===== src/asc_pkg.sv =====
// Package with constants, state codes and carriers of the converter sequencer.
// Behaviour
// - With two channels on one pin, convert one while the other acquires.
// - Sampling is timed by the software sample bit, by the sequencer, or by the external trigger.
// - Converter on powers the module; off disables digital and analog parts.
// - Sleep without the RC clock stops the module clocks and aborts a conversion for good.
// - Entering or leaving Sleep leaves every register unchanged.
// - With the RC clock, Sleep conversions start one instruction cycle late.
// - Conversion end sets the completion flag and stores the result.
// - Sleep conversion end wakes the CPU if enabled, else powers down.
// - In Idle the module runs when stop-in-idle is 0, halts when 1.
// - Reset restores registers, turns off, aborts, but keeps the result buffer.
// - Results are 10 bits; a 2-bit select picks one of three read formats (codes 2 and 3 alike).
// - Integer, sign-extended integer, or result left-justified into bits 15..6.
// - Bus writes to the result buffer are always right-justified integers.
// - A conversion lasts twelve conversion clocks, of (divider+1) half instruction cycles each, or twelve RC clock ticks when RC is selected.
// - Auto trigger starts conversion after the programmed sample clocks.

package asc_pkg;

	// ****************************************
	// Widths and register map
	// ****************************************
	localparam int unsigned ADDR_W = 5;
	localparam int unsigned DATA_W = 16;
	localparam int unsigned RES_W = 10;
	localparam int unsigned BUF_IDX_W = 4;
	localparam int unsigned BUF_DEPTH = 16;
	localparam logic [4:0] CTRL1_ADDR = 5'h00;
	localparam logic [4:0] CTRL2_ADDR = 5'h01;
	localparam logic [4:0] CTRL3_ADDR = 5'h02;
	localparam int unsigned BUF_SEL_BIT = 4;

	// ****************************************
	// Field positions
	// ****************************************
	localparam int unsigned C1_ON = 15;
	localparam int unsigned C1_SIDL = 13;
	localparam int unsigned C1_RESULT_LAYOUT_SELECT = 8;
	localparam int unsigned C1_TRIGGER_SOURCE_SELECT = 5;
	localparam int unsigned C1_SIMULTANEOUS_SAMPLING = 3;
	localparam int unsigned C1_AUTO_SAMPLE_ENABLE = 2;
	localparam int unsigned C1_SAMPLE_CONTROL = 1;
	localparam int unsigned C1_DONE = 0;
	localparam int unsigned C2_SH_CHANNEL_COUNT = 8;
	localparam int unsigned C2_CONVERSIONS_PER_INTERRUPT = 2;
	localparam int unsigned C3_AUTO_SAMPLE_TIME = 8;
	localparam int unsigned C3_RC = 7;
	localparam int unsigned C3_CONVERSION_CLOCK_DIVIDER = 0;

	// ****************************************
	// Codes
	// ****************************************
	localparam logic [2:0] TRIG_MANUAL = 3'h0;
	localparam logic [2:0] TRIG_AUTO = 3'h7;
	localparam logic [1:0] RESULT_LAYOUT_SELECT_INT = 2'h0;
	localparam logic [1:0] RESULT_LAYOUT_SELECT_SINT = 2'h1;
	localparam logic [1:0] RESULT_LAYOUT_SELECT_FRAC = 2'h2;
	localparam logic [1:0] RESULT_LAYOUT_SELECT_SFRAC = 2'h3;
	localparam logic [1:0] SH_CHANNEL_COUNT_ONE = 2'h0;
	localparam logic [1:0] SH_CHANNEL_COUNT_TWO = 2'h1;
	localparam int unsigned FRAC_SHIFT = 6;

	// ****************************************
	// Timing
	// ****************************************
	localparam int unsigned CLK_PERIOD_NS = 10;
	// The core clock runs at twice the instruction rate.
	localparam int unsigned INSTR_PERIOD_NS = 20;
	localparam int unsigned INSTR_WAIT_CYC =
		(INSTR_PERIOD_NS + CLK_PERIOD_NS - 1) / CLK_PERIOD_NS;
	localparam int unsigned CONV_TADS = 12;

	// ****************************************
	// State and carriers
	// ****************************************
	typedef enum logic [3:0] {
		ST_IDLE = 4'h1,
		ST_SAMPLE = 4'h2,
		ST_WAIT = 4'h4,
		ST_CONV = 4'h8
	} asc_state_e;

	typedef struct packed {
		asc_state_e state;
		logic on;
		logic sidl;
		logic [1:0] result_layout_select;
		logic [2:0] trigger_source_select;
		logic simultaneous_sampling;
		logic auto_sample_enable;
		logic sample_control;
		logic done;
		logic [1:0] sh_channel_count;
		logic [3:0] conversions_per_interrupt;
		logic [4:0] auto_sample_time;
		logic rc;
		logic [5:0] conversion_clock_divider;
		logic [4:0] tad_cnt;
		logic [1:0] ch;
		logic [3:0] wr_ptr;
		logic [1:0] wait_cnt;
		logic sleep_off;
		logic wake;
		logic conv_done;
		logic [3:0] hold;
		logic busy;
		logic pwr;
		logic [15:0] rdata;
	} asc_main_s;

	localparam asc_main_s MAIN_RST = '{state: ST_IDLE, default: '0};

endpackage


===== src/asc_seq.sv =====
// Converter sequencer: registers, sampling and conversion control, buffer.
//
// The plain strobed port and the register addresses were decided locally.
`timescale 1ns/10ps
`default_nettype none

module asc_seq (
	// Clock and reset
	input wire logic core_clk,
	input wire logic sys_rst,
	// Register port
	input wire logic [asc_pkg::ADDR_W-1:0] reg_addr,
	input wire logic [asc_pkg::DATA_W-1:0] reg_wdata,
	input wire logic reg_wr,
	input wire logic reg_rd,
	output logic [asc_pkg::DATA_W-1:0] reg_rdata,
	// CPU power state
	input wire logic cpu_sleep,
	input wire logic cpu_idle,
	input wire logic int_enable,
	output logic wake_req,
	// Clock source and trigger
	input wire logic rc_tick,
	input wire logic ext_trig,
	// Analog front end
	input wire logic [asc_pkg::RES_W-1:0] ana_result,
	output logic [3:0] sh_hold,
	output logic conv_busy,
	output logic conv_done,
	output logic analog_power_en
);

	asc_pkg::asc_main_s s;
	asc_pkg::asc_main_s n;
	logic [asc_pkg::RES_W-1:0] buf_mem [asc_pkg::BUF_DEPTH];
	logic buf_we;
	logic hw_we;
	logic [asc_pkg::BUF_IDX_W-1:0] buf_waddr;
	logic [asc_pkg::RES_W-1:0] buf_wdata;
	logic [asc_pkg::DATA_W-1:0] fmt_word;
	logic [asc_pkg::DATA_W-1:0] w1;
	logic [asc_pkg::DATA_W-1:0] w2;
	logic [asc_pkg::DATA_W-1:0] w3;
	logic halt;
	logic clk_ok;
	logic run;
	logic gen_tick;
	logic tad;
	logic trig;
	logic abort;
	logic [1:0] ch_last;
	logic [3:0] en_mask;

	// ****************************************
	// Conversion clock and read formatting
	// ****************************************
	assign halt = cpu_idle && s.sidl;
	assign clk_ok = !cpu_sleep || s.rc;
	assign run = s.on && clk_ok && !halt && !s.sleep_off;

	asc_tad_gen #(
		.DIV_W(6)
	) u_tad (
		.core_clk(core_clk),
		.sys_rst(sys_rst),
		.run(run && !s.rc),
		.divider(s.conversion_clock_divider),
		.tick(gen_tick)
	);

	assign tad = s.rc ? (rc_tick && run) : gen_tick;

	// The layout is applied on every read, so stored data follow a change.
	asc_fmt u_fmt (
		.res(buf_mem[reg_addr[asc_pkg::BUF_IDX_W-1:0]]),
		.layout(s.result_layout_select),
		.word(fmt_word)
	);

	always_comb begin
		w1 = '0;
		w1[asc_pkg::C1_ON] = s.on;
		w1[asc_pkg::C1_SIDL] = s.sidl;
		w1[asc_pkg::C1_RESULT_LAYOUT_SELECT +: 2] = s.result_layout_select;
		w1[asc_pkg::C1_TRIGGER_SOURCE_SELECT +: 3] = s.trigger_source_select;
		w1[asc_pkg::C1_SIMULTANEOUS_SAMPLING] = s.simultaneous_sampling;
		w1[asc_pkg::C1_AUTO_SAMPLE_ENABLE] = s.auto_sample_enable;
		w1[asc_pkg::C1_SAMPLE_CONTROL] = s.sample_control;
		w1[asc_pkg::C1_DONE] = s.done;
		w2 = '0;
		w2[asc_pkg::C2_SH_CHANNEL_COUNT +: 2] = s.sh_channel_count;
		w2[asc_pkg::C2_CONVERSIONS_PER_INTERRUPT +: 4] = s.conversions_per_interrupt;
		w3 = '0;
		w3[asc_pkg::C3_AUTO_SAMPLE_TIME +: 5] = s.auto_sample_time;
		w3[asc_pkg::C3_RC] = s.rc;
		w3[asc_pkg::C3_CONVERSION_CLOCK_DIVIDER +: 6] = s.conversion_clock_divider;
	end

	assign ch_last = (s.sh_channel_count == asc_pkg::SH_CHANNEL_COUNT_ONE) ? 2'h0 :
		(s.sh_channel_count == asc_pkg::SH_CHANNEL_COUNT_TWO) ? 2'h1 : 2'h3;
	assign en_mask = (s.sh_channel_count == asc_pkg::SH_CHANNEL_COUNT_ONE) ? 4'h1 :
		(s.sh_channel_count == asc_pkg::SH_CHANNEL_COUNT_TWO) ? 4'h3 : 4'hF;

	// ****************************************
	// Next state
	// ****************************************
	always_comb begin
		n = s;
		n.wake = 1'b0;
		n.conv_done = 1'b0;
		n.rdata = '0;
		hw_we = 1'b0;
		buf_we = 1'b0;
		buf_waddr = s.wr_ptr;
		buf_wdata = ana_result;
		if (reg_wr) begin
			case (reg_addr)
				asc_pkg::CTRL1_ADDR: begin
					n.on = reg_wdata[asc_pkg::C1_ON];
					n.sidl = reg_wdata[asc_pkg::C1_SIDL];
					n.result_layout_select = reg_wdata[asc_pkg::C1_RESULT_LAYOUT_SELECT +: 2];
					n.trigger_source_select = reg_wdata[asc_pkg::C1_TRIGGER_SOURCE_SELECT +: 3];
					n.simultaneous_sampling = reg_wdata[asc_pkg::C1_SIMULTANEOUS_SAMPLING];
					n.auto_sample_enable = reg_wdata[asc_pkg::C1_AUTO_SAMPLE_ENABLE];
					n.sample_control = reg_wdata[asc_pkg::C1_SAMPLE_CONTROL];
					n.done = reg_wdata[asc_pkg::C1_DONE];
				end
				asc_pkg::CTRL2_ADDR: begin
					n.sh_channel_count = reg_wdata[asc_pkg::C2_SH_CHANNEL_COUNT +: 2];
					n.conversions_per_interrupt = reg_wdata[asc_pkg::C2_CONVERSIONS_PER_INTERRUPT +: 4];
				end
				asc_pkg::CTRL3_ADDR: begin
					n.auto_sample_time = reg_wdata[asc_pkg::C3_AUTO_SAMPLE_TIME +: 5];
					n.rc = reg_wdata[asc_pkg::C3_RC];
					n.conversion_clock_divider = reg_wdata[asc_pkg::C3_CONVERSION_CLOCK_DIVIDER +: 6];
				end
				default: ;
			endcase
		end
		if (reg_rd) begin
			case (reg_addr)
				asc_pkg::CTRL1_ADDR: n.rdata = w1;
				asc_pkg::CTRL2_ADDR: n.rdata = w2;
				asc_pkg::CTRL3_ADDR: n.rdata = w3;
				default: begin
					if (reg_addr[asc_pkg::BUF_SEL_BIT]) begin
						n.rdata = fmt_word;
					end
				end
			endcase
		end
		if (!cpu_sleep) begin
			n.sleep_off = 1'b0;
		end
		case (s.trigger_source_select)
			asc_pkg::TRIG_MANUAL: trig = run && !n.sample_control;
			asc_pkg::TRIG_AUTO: trig = tad &&
				({1'b0, s.tad_cnt} + 6'h01 >= {1'b0, s.auto_sample_time});
			default: trig = run && ext_trig;
		endcase
		// Turning off or a Sleep without the RC clock wins over completion.
		abort = !n.on || (cpu_sleep && !s.rc);
		if (abort) begin
			n.state = asc_pkg::ST_IDLE;
			n.tad_cnt = '0;
			n.ch = '0;
			n.wait_cnt = '0;
		end else begin
			case (s.state)
				asc_pkg::ST_IDLE: begin
					if (run && (s.auto_sample_enable || n.sample_control)) begin
						n.state = asc_pkg::ST_SAMPLE;
						n.sample_control = 1'b1;
						n.tad_cnt = '0;
					end
				end
				asc_pkg::ST_SAMPLE: begin
					if (tad) begin
						n.tad_cnt = s.tad_cnt + 5'h01;
					end
					if (trig) begin
						n.sample_control = 1'b0;
						n.tad_cnt = '0;
						n.wait_cnt = '0;
						n.state = cpu_sleep ? asc_pkg::ST_WAIT :
							asc_pkg::ST_CONV;
					end
				end
				asc_pkg::ST_WAIT: begin
					if (s.wait_cnt == 2'(asc_pkg::INSTR_WAIT_CYC - 1)) begin
						n.state = asc_pkg::ST_CONV;
					end else begin
						n.wait_cnt = s.wait_cnt + 2'h1;
					end
				end
				asc_pkg::ST_CONV: begin
					if (tad) begin
						n.tad_cnt = s.tad_cnt + 5'h01;
						if (s.tad_cnt == 5'(asc_pkg::CONV_TADS - 1)) begin
							n.tad_cnt = '0;
							hw_we = 1'b1;
							n.done = 1'b1;
							n.conv_done = 1'b1;
							n.wr_ptr = (s.wr_ptr == s.conversions_per_interrupt) ? 4'h0 :
								s.wr_ptr + 4'h1;
							if (s.ch != ch_last) begin
								// Next channel; in sequential mode only it is held, simultaneous sampling holds all enabled channels.
								n.ch = s.ch + 2'h1;
							end else begin
								n.ch = '0;
								if (cpu_sleep && int_enable) begin
									n.wake = 1'b1;
								end
								if (cpu_sleep && !int_enable) begin
									n.sleep_off = 1'b1;
								end
								n.sample_control = s.auto_sample_enable &&
									!(cpu_sleep && !int_enable);
								n.state = n.sample_control ? asc_pkg::ST_SAMPLE :
									asc_pkg::ST_IDLE;
							end
						end
					end
				end
				default: n.state = asc_pkg::ST_IDLE;
			endcase
		end
		if (hw_we) begin
			buf_we = 1'b1;
		end else if (reg_wr && reg_addr[asc_pkg::BUF_SEL_BIT]) begin
			buf_we = 1'b1;
			buf_waddr = reg_addr[asc_pkg::BUF_IDX_W-1:0];
			buf_wdata = reg_wdata[asc_pkg::RES_W-1:0];
		end
		n.busy = (n.state == asc_pkg::ST_CONV);
		if (n.state != asc_pkg::ST_CONV) begin
			n.hold = 4'h0;
		end else if (s.simultaneous_sampling) begin
			n.hold = en_mask;
		end else begin
			n.hold = 4'h1 << n.ch;
		end
		n.pwr = n.on && !n.sleep_off;
	end

	// ****************************************
	// Registers and buffer
	// ****************************************
	always_ff @(posedge core_clk) begin
		if (sys_rst) begin
			s <= asc_pkg::MAIN_RST;
		end else begin
			s <= n;
		end
	end

	// No reset here: stored results survive a device reset.
	always_ff @(posedge core_clk) begin
		if (buf_we) begin
			buf_mem[buf_waddr] <= buf_wdata;
		end
	end

	assign reg_rdata = s.rdata;
	assign wake_req = s.wake;
	assign sh_hold = s.hold;
	assign conv_busy = s.busy;
	assign conv_done = s.conv_done;
	assign analog_power_en = s.pwr;
endmodule // asc_seq

`default_nettype wire


===== src/asc_tad_gen.sv =====
// Conversion clock tick generator dividing the core clock.
`timescale 1ns/10ps
`default_nettype none

module asc_tad_gen #(
	parameter int unsigned DIV_W = 6
) (
	// Clock and reset
	input wire logic core_clk,
	input wire logic sys_rst,
	// Control
	input wire logic run,
	input wire logic [DIV_W-1:0] divider,
	// Tick
	output logic tick
);

	typedef struct packed {
		logic [DIV_W-1:0] cnt;
		logic tick;
	} asc_tad_s;

	asc_tad_s s;
	asc_tad_s n;

	// One tick every divider+1 core cycles; the count restarts when halted.
	always_comb begin
		n = s;
		n.tick = 1'b0;
		if (!run) begin
			n.cnt = '0;
		end else if (s.cnt >= divider) begin
			n.cnt = '0;
			n.tick = 1'b1;
		end else begin
			n.cnt = s.cnt + 1'b1;
		end
	end

	always_ff @(posedge core_clk) begin
		if (sys_rst) begin
			s <= '0;
		end else begin
			s <= n;
		end
	end

	assign tick = s.tick;

endmodule // asc_tad_gen

`default_nettype wire


===== src/asc_fmt.sv =====
// Read formatter of stored 10-bit results onto the 16-bit data bus.
`timescale 1ns/10ps
`default_nettype none

module asc_fmt (
	// Stored value and layout
	input wire logic [asc_pkg::RES_W-1:0] res,
	input wire logic [1:0] layout,
	// Bus word
	output logic [asc_pkg::DATA_W-1:0] word
);

	localparam int unsigned EXT_W = asc_pkg::DATA_W - asc_pkg::RES_W;

	always_comb begin
		case (layout)
			asc_pkg::RESULT_LAYOUT_SELECT_INT: word = {{EXT_W{1'b0}}, res};
			asc_pkg::RESULT_LAYOUT_SELECT_SINT: word = {{EXT_W{res[asc_pkg::RES_W-1]}}, res};
			default: word = {res, {asc_pkg::FRAC_SHIFT{1'b0}}};
		endcase
	end

endmodule // asc_fmt

`default_nettype wire


===== config.mk =====
export PLATFORM = sky130hd
export DESIGN_NAME = asc_seq
export DESIGN_NICKNAME = d
export VERILOG_FILES = /design/src/asc_pkg.sv /design/src/asc_seq.sv /design/src/asc_tad_gen.sv /design/src/asc_fmt.sv
export SDC_FILE = /design/constraint.sdc
export NUM_CORES = 1
export LEC_CHECK = 0
export BUFFER_PORTS_ARGS = -buffer_cell sky130_fd_sc_hd__buf_2
export CAP_MARGIN = 15
export CORE_MARGIN = 2
export CORE_UTILIZATION = 25
export CTS_CLUSTER_DIAMETER = 80
export DETAILED_ROUTE_END_ITERATION = 12
export REMOVE_ABC_BUFFERS = 1
export SLEW_MARGIN = 20
export SYNTH_ARGS = -nofsm -noshare
export SYNTH_HDL_FRONTEND = slang
export SYNTH_SLANG_ARGS = --single-unit

===== constraint.sdc =====
create_clock -name core_clk -period 9.52 [get_ports core_clk]
set_input_delay 1.428 -clock core_clk [delete_from_list [all_inputs] [get_ports core_clk]]
set_output_delay 1.428 -clock core_clk [all_outputs]
set_load 0.05 [all_outputs]

==> flow_metrics.tcl, run 1 <==
set metrics [dict create \
    drtPass1Iterations 4 \
    slew-limit-headroom_pct 26.0 \
    setup_viol 0 \
    num-nets-final 853 \
    io_pins 64 \
    finalCriticalPeriod_ns 4.34 \
    critPathRequiredTime_ns 9.68 \
    top_usage_layer "met2" \
    final.setup.tns_ns 0 \
    yosysUniqueCellTypes 72 \
    cts_tree "yes" \
    synth_warnings 0 \
    grt_use_met2_pct 18.2 \
    combPwrFrac_pct 5.4 \
    dieWidth_um 208 \
    status "completed" \
    drc 0 \
    final_antenna_net_count 0 \
    grt_max_degree 49 \
    power.leakage_nw 3.87 \
    grt_setup_unrepaired "no" \
    finalCritPeriodShare_pct 45.6 \
    crit_type "input port to register" \
    cts_buffers 24 \
    synth_seq_area_share_pct 61.2 \
    antenna_found_initial 3 \
    endpoint_kind "register" \
    synth-seq-cells 238 \
    drt_wl_total_um 26100 \
    synthDominantCellAreaShare_pct 46.2 \
    die-area_um2 43300 \
    final-max-slew-violation-count 0 \
    ctsHoldBuffers 0 \
    finalHoldViolations 0 \
    yosys.area.top_type "edfxtp_1" \
    power_density_nw_per_um2 184 \
    hold_ws_ns 0.468 \
    grtUsageMet3_pct 2.69 \
    die_h_um 208 \
    clockRootBuffer "clkbuf_16" \
    drv_cap 0 \
    clk_path_buf_depth 3 \
    place_ws_ns 4.59 \
    post-cts-setup-buffers 0 \
    syn_area_um2 10400 \
    grt_use_total_pct 11.8 \
    pwr-share-clk_pct 43.4 \
    num_vias 6428 \
    gp_congestion 0.831 \
    cp.arrival_ns 4.50 \
    power.internal_mw 1.70 \
    cp-start-kind "input port" \
    post_drt_wl_per_cell_um 19.3 \
    synth.area.top_cells "edfxtp_1 (46%), dfxtp_1 (15%), mux4_2 (11%), nand2_1 (2.8%), a21oi_1 (2.5%)" \
    row_count 74 \
    grt_pass1_wl_um 39000 \
    grt_pass1_vias 6203 \
    clock_latency_ns 0.54 \
    syn_inst 758 \
    hpwl_um 18400 \
    max_freq_ghz 0.230 \
    fin_ws_ns 5.18 \
    synth_edf_count 160 \
    power_mw 2.19 \
    swShare_pct 22.2 \
    cp_max_fo 20 \
    min_path_type "register to register" \
    avgViaCountPerCell 4.77 \
    drive_gt1_share_pct 22.0 \
    finClkSkew_ns 0.0220 \
    cts_max_level 1 \
    clock-sinks 238 \
    async_reset_ff_share_pct 0 \
    cts.clk_slew.worst_paths_ns 0.06 \
    grt-ovfl-total 0 \
    met1_usage_pct 17.0 \
    syn_to_final_growth_pct 14.6 \
    p_switching_uw 486 \
    synth_ff_type "edfxtp_1" \
    ir_drop_mv 0.0967 \
    port_buffers 62 \
    core_um2 40900 \
    initial_utilization_pct 25.4 \
    drt-initial-drc-count 670 \
    worst_slew_pin_slew_ns 1.11 \
    cts_resized 0 \
    seq_power_share_pct 51.2 \
    syn_area_per_cell_um2 13.7 \
]
-- layout by cell type, fill, tap and decap left out, types with 6 or more instances in the layout --
cell type	count
a21oi_1	51
edfxtp_1	160
nand2b_1	11
inv_1	22
o21ai_0	12
clkbuf_16	25
xor2_1	8
nor2b_1	6
nor3_1	9
buf_4	8
nor2_1	53
xnor2_1	6
nand3_1	10
a21o_1	6
ha_1	15
a31oi_1	9
dfxtp_1	78
mux2i_1	18
mux2_1	10
nand2_1	77
buf_2	61
mux4_2	49
-- final cells by class --
type	instances	area [um^2]
fillers	4170	29000
flip-flops and latches	238	6370
multi-input cells	443	3640
well taps	532	666
clock buffers	28	647
repair buffers	69	365
clock inverters	14	151
inverters	22	82.6
diodes	1	2.50
-- cells by family (layout without fill, tap and decap cells) --
logic type                 after synthesis  after routing  synth area share [%]
adders and majority gates               15             15                  1.80
and+or+nand+nor                        214            214                  10.4
other                                    0              1                     0
buffers and inverters                   77            133                  3.92
AOI/OAI and AO/OA                      122            122                  7.97
DFF                                    238            238                  61.2
xor gates and xnor gates                14             14                  1.18
muxes                                   78             78                  13.6
-- through the flow --
| stage | instance area (um^2) | util, % | instances |
|---|---|---|---|
| 5_1_grt | 11900 | 29.1 | 1346 |
| 4_1_cts | 11900 | 29.1 | 1346 |
| 6_report | 11900 | 29.1 | 1347 |
| 3_5_place_dp | 11100 | 27.2 | 1304 |
| 3_3_place_gp | 11100 | 27.1 | 1304 |
| 2_1_floorplan | 10100 | - | 703 |
-- routing by layer --
metal  part of all wire (%)  wire (um)
met5                      0          0
met4                    1.9        501
met3                    7.0       1820
met2                     45      11800
met1                     46      12000
-- power by group through the flow --
stage | combinational, mW | clock, mW | sequential (mW)
2_1_floorplan | 0.0569 | 0 | 1.15
3_3_place_gp | 0.117 | 0 | 1.14
3_5_place_dp | 0.119 | 0 | 1.14
4_1_cts | 0.119 | 0.971 | 1.12
5_1_grt | 0.128 | 1.01 | 1.12
6_report | 0.119 | 0.951 | 1.12
-- sequential cells by signal, indices dropped and copies added, names as in the netlist --
register	count
sh_hold	4
buf_mem	160
reg_rdata	16
s	47
u_tad.tick	1
conv_done	1
u_tad.s	6
wake_req	1
analog_power_en	1
conv_busy	1
-- critical path, cell delays in order --
cell	delay, ns
buf_2	0.24
or3_1	0.57
o21ai_2	0.23
a21oi_1	0.15
a21oi_2	0.15
buf_4	0.31
mux2_4	0.38
nand2b_4	0.18
nor2_1	0.86
-- path summary, 6_finish.rpt --
check	startpoint	endpoint	depth (start not counted)	slack (ns)
min reg2reg	u_tad.s[1]	u_tad.s[1]	1	0.47
max	reg_addr[3]	buf_mem[1][1]	9	5.18
min	u_tad.s[1]	u_tad.s[1]	1	0.47
max reg2reg	s[33]	buf_mem[1][1]	8	5.64
-- synth_stat cells (4+ instances only) --
cell,number
mux2_1,10
nand2b_1,11
a31oi_1,9
mux2i_1,18
and3_1,4
ha_1,15
xor2_1,8
nor2_1,56
buf_2,8
a21oi_1,51
and2_1,4
nor3b_1,5
buf_4,23
xnor2_1,6
dfxtp_1,78
clkbuf_1,18
or3_1,5
o21ai_0,12
a22oi_1,5
nor3_1,9
mux4_2,49
nand3_1,10
nor2b_1,6
nand2_1,77
a32oi_1,5
a21o_1,6
inv_1,22
edfxtp_1,160
No activity file was read; power rests on OpenSTA's default activity.
==> run 2, diff against run 1 <==
- clock period: 9.52 -> 3.8 ns (I/O delays scaled with it)
==> flow_metrics.tcl, run 2 (same netlist as run 1, synthesis figures left out) <==
set metrics [dict create \
    status "completed" \
    num_vias 6480 \
    crit_type "register to register" \
    avgViaCountPerCell 4.72 \
    seq_power_share_pct 51.9 \
    crit_chain "ha_1, nor4bb_1, buf_4, and3_1, a21oi_2, buf_4, nor3b_1, a31oi_1, nor2_1" \
    cts_tree "yes" \
    path_buf_inv 2 \
    drv_cap 0 \
    p_switching_mw 1.17 \
    drt_wl_total_um 26000 \
    combPwrFrac_pct 5.7 \
    ctsHoldBuffers 0 \
    die_h_um 208 \
    core_um2 40900 \
    dpl_cell_area_um2 11300 \
    finalCritPeriodShare_pct 85.4 \
    drive_gt1_share_pct 23.3 \
    row_count 74 \
    clk_path_buf_depth 3 \
    grt_pass1_wl_um 39100 \
    drt-initial-drc-count 609 \
    post_drt_wl_per_cell_um 18.9 \
    die-area_um2 43300 \
    pwr-share-clk_pct 42.4 \
    grt-ovfl-total 0 \
    setup_viol 0 \
    dieWidth_um 208 \
    grt_pass1_vias 6137 \
    clock_latency_ns 0.54 \
    grt_use_total_pct 11.9 \
    cp-start-kind "register" \
    power.leakage_nw 3.98 \
    slew-limit-headroom_pct 33.4 \
    critPathRequiredTime_ns 3.95 \
    finalInstanceArea_um2 12100 \
    io_pins 64 \
    gp_congestion 0.838 \
    regMostFlops "buf_mem" \
    power.internal_mw 4.24 \
    clock-sinks 238 \
    cts_max_level 1 \
    cp_common_cell "buf_4" \
    min_path_type "input port to register" \
    crit_path_top_delay_cell "nor2_1" \
    antenna_found_initial 7 \
    largest_reg_flops 160 \
    drc 0 \
    cp_top_family "simple AND/OR/NAND/NOR gates" \
    worst_slew_pin_slew_ns 0.996 \
    finalHoldViolations 0 \
    mostFrequentLayoutCells "edfxtp_1 (160), dfxtp_1 (78), nand2_1 (77)" \
    swShare_pct 21.7 \
    final-max-slew-violation-count 0 \
    final.setup.tns_ns 0 \
    final_common_cell "edfxtp_1" \
    initial_utilization_pct 25.4 \
    ir_drop_mv 0.273 \
    max_freq_ghz 0.308 \
    final_util_pct 29.5 \
    cp_max_fo 10 \
    cts_buffers 24 \
    power_density_nw_per_um2 447 \
    final_antenna_net_count 0 \
    clockRootBuffer "clkbuf_16" \
    syn_to_final_growth_pct 16.2 \
    finClkSkew_ns 0.0229 \
    num-nets-final 880 \
    cts.clk_slew.worst_paths_ns 0.07 \
    cts_resized 0 \
    drtPass1Iterations 5 \
    cp.arrival_ns 3.39 \
    max_stage_delay_ns 0.79 \
    port_buffers 62 \
    endpoint_kind "register" \
    grt_max_degree 51 \
    finalCriticalPeriod_ns 3.25 \
    post-cts-setup-buffers 0 \
    hpwl_um 18900 \
    grt_setup_unrepaired "no" \
]
==> run 2: area by class of cell <==
type | instances | area (um^2)
fill | 4108 | 28800
sequential | 238 | 6370
multi-input combinational | 443 | 3630
tap | 532 | 666
clock buffer | 34 | 648
timing repair buffer | 96 | 581
clock inverter | 7 | 106
inverter | 22 | 82.6
antenna | 2 | 5.00
==> run 2: worst register-to-register path: stages (launching register included) <==
cell and delay, ns:
dfxtp_1 0.41, ha_1 0.23, nor4bb_1 0.30, buf_4 0.20, and3_1 0.31, a21oi_2 0.16
buf_4 0.18, nor3b_1 0.19, a31oi_1 0.11, nor2_1 0.79
==> run 2: metal layers <==
layer | global-route usage, % | share of wire (%) | wire length [um] | vias up
met5 | 0 | 0.088 | 23 | -
met4 | 2.25 | 1.7 | 435 | 4
met3 | 3.05 | 8.4 | 2180 | 42
met2 | 18.2 | 45 | 11800 | 242
met1 | 17.0 | 44 | 11600 | 3214
li1 | - | - | - | 2978
==> run 2: path summary, 6_finish.rpt <==
path | startpoint | end | slack (ns) | cells after the start
worst max-delay path | s[33] | buf_mem[6][9] | 0.55 | 9
worst min-delay path | reg_wdata[10] | s[47] | 0.31 | 3
worst min register to register | u_tad.s[1] | u_tad.s[1] | 0.46 | 1
worst max register to register | s[33] | buf_mem[6][9] | 0.55 | 9
==> run 2: power by group through the flow <==
stage	logic [mW]	clock network (mW)	registers, mW
5_1_grt	0.335	2.45	2.81
3_5_place_dp	0.311	0	2.86
3_3_place_gp	0.308	0	2.86
6_report	0.310	2.29	2.81
2_1_floorplan	0.142	0	2.87
4_1_cts	0.312	2.35	2.81
==> run 2: stage by stage <==
stage	power (mW)	hold WS (ns)	std cells	worst slack, ns
2_1_floorplan	3.01	0.430	703	0.242
3_3_place_gp	3.17	0.448	1331	0.364
3_5_place_dp	3.17	0.455	1331	0.295
4_1_cts	5.46	0.290	1372	0.528
5_1_grt	5.59	0.310	1373	0.360
6_report	5.41	0.308	1374	0.553
==> run 3, diff against run 2 <==
--- a/config.mk
+++ b/config.mk
@@ -8,4 +8,5 @@
 export BUFFER_PORTS_ARGS = -buffer_cell sky130_fd_sc_hd__buf_2
 export CAP_MARGIN = 15
+export CORE_ASPECT_RATIO = 1.25
 export CORE_MARGIN = 2
 export CORE_UTILIZATION = 25
==> constraint.sdc (replaced) <==
create_clock -name core_clk -period 3.8 [get_ports core_clk]
set_input_delay 0.57 -clock core_clk [delete_from_list [all_inputs] [get_ports core_clk]]
set_output_delay 0.57 -clock core_clk [all_outputs]
set_load 0.01 [all_outputs]
==> flow_metrics.tcl, run 3 (same netlist as run 1, synthesis figures left out) <==
set metrics [dict create \
    status "completed" \
    avgViaCountPerCell 4.62 \
    wl_met3_um 1400 \
    grt_max_degree 51 \
    num_antenna_cells 0 \
    grt_setup_unrepaired "no" \
    num_vias 6500 \
    initial_utilization_pct 25.3 \
    row_count 83 \
    final_antenna_net_count 0 \
    drt_wl_total_um 27000 \
    largest_reg_flops 160 \
    final_common_cell "edfxtp_1" \
    core_um2 41100 \
    whs_path_depth 3 \
    ir_drop_mv 0.271 \
    wl_met1_um 11000 \
    seq_power_share_pct 50.7 \
    regMostFlops "buf_mem" \
    dieWidth_um 186 \
    topRoutingLayerUsed "met5" \
    finalCriticalPeriod_ns 3.26 \
    die-area_um2 43300 \
    ff2ff_setup_slack_ns 0.54 \
    cts_tree "yes" \
    power_density_nw_per_um2 452 \
    drc 0 \
    wl_met2_um 13800 \
    min_path_type "input port to register" \
    endpoint_kind "register" \
    combPwrFrac_pct 5.5 \
    setup_viol 0 \
    pwr-share-clk_pct 43.8 \
    critPathRequiredTime_ns 3.93 \
    gp_congestion 0.803 \
    crit_type "register to register" \
    grt-ovfl-total 0 \
    cts_resized 0 \
    port_buffers 62 \
    swShare_pct 21.7 \
    worst_slew_pin_slew_ns 1.05 \
    grt_use_total_pct 12.3 \
    cts_max_level 1 \
    cts.clk_slew.worst_paths_ns 0.06 \
    die_h_um 232 \
    clk_path_buf_depth 3 \
    ctsHoldBuffers 0 \
    power.internal_mw 4.33 \
    mostFrequentLayoutCells "edfxtp_1 (160), dfxtp_1 (78), nand2_1 (77)" \
    grt_pass1_wl_um 40400 \
    finalCritPeriodShare_pct 85.7 \
    antenna_found_initial 1 \
    final_util_pct 29.8 \
    drt-initial-drc-count 473 \
    io_pins 64 \
    finClkSkew_ns 0.0233 \
    drv_cap 0 \
    finalHoldViolations 0 \
    syn_to_final_growth_pct 17.8 \
    final.setup.tns_ns 0 \
    cp_max_fo 10 \
    power.leakage_nw 4.07 \
    max_freq_ghz 0.307 \
    clock-sinks 238 \
    drive_gt1_share_pct 25.4 \
    clockRootBuffer "clkbuf_16" \
    cp.arrival_ns 3.39 \
    num-nets-final 892 \
    slew-limit-headroom_pct 29.9 \
    cts_buffers 25 \
    clock_latency_ns 0.53 \
    cp-start-kind "register" \
    grt_pass1_vias 6487 \
    final-max-slew-violation-count 0 \
    final.fill_count 4178 \
    post_drt_wl_per_cell_um 19.2 \
    post-cts-setup-buffers 0 \
    hpwl_um 19900 \
    worst_r2r_path_depth 8 \
    drtPass1Iterations 6 \
    p_switching_mw 1.20 \
]
[run 3: worst paths after layout]
path,from,to
worst max-delay path,s[33],buf_mem[6][3]
worst min-delay path,reg_wdata[13],s[65]
worst max register to register,s[33],buf_mem[6][3]
worst min register to register,u_tad.s[1],u_tad.s[1]
[run 3: power groups by stage]
| stage | combinational [mW] | clock [mW] | sequential [mW] |
|---|---|---|---|
| after global placement | 0.302 | 0 | 2.86 |
| after detailed placement | 0.306 | 0 | 2.86 |
| after global routing | 0.325 | 2.57 | 2.81 |
| after floorplan | 0.142 | 0 | 2.86 |
| after CTS | 0.308 | 2.49 | 2.81 |
| final | 0.303 | 2.43 | 2.81 |
[run 3: metal layers]
metal	vias up	GRT usage (%)
met2	190	22.0
li1	3001	-
met4	2	3.75
met3	47	2.15
met5	-	0
met1	3260	15.1
[run 3: critical path, stage by stage, from the launching register on]
cell and delay (ns):
dfxtp_1 0.41, ha_1 0.23, nor4bb_1 0.31, buf_4 0.20, and3_1 0.29, a21oi_2 0.18
mux2_4 0.29, nand2b_1 0.13, nor2_1 0.82
[run 3: cell type report]
cell class / instances / area, um^2 / share of cell area [%]
inverters: 22 / 82.6 / 0.674
repair buffers: 107 / 663 / 5.41
well taps: 552 / 691 / 5.64
multi-input cells: 443 / 3640 / 29.7
clock inverters: 16 / 166 / 1.36
flip-flops and latches: 238 / 6370 / 52.0
clock buffers: 30 / 644 / 5.26
[run 3: stage by stage]
stage               instance area, um^2  hold WS [ns]  setup WS (ns)  power [mW]  std cells
finish                            12300         0.291          0.543        5.54       1408
global route                      12300         0.292          0.385        5.70       1408
CTS                               12200         0.269          0.544        5.60       1408
detailed placement                11400         0.465          0.171        3.17       1362
global placement                  11400         0.449          0.241        3.16       1362
floorplan                         10100         0.430          0.242        3.00        703
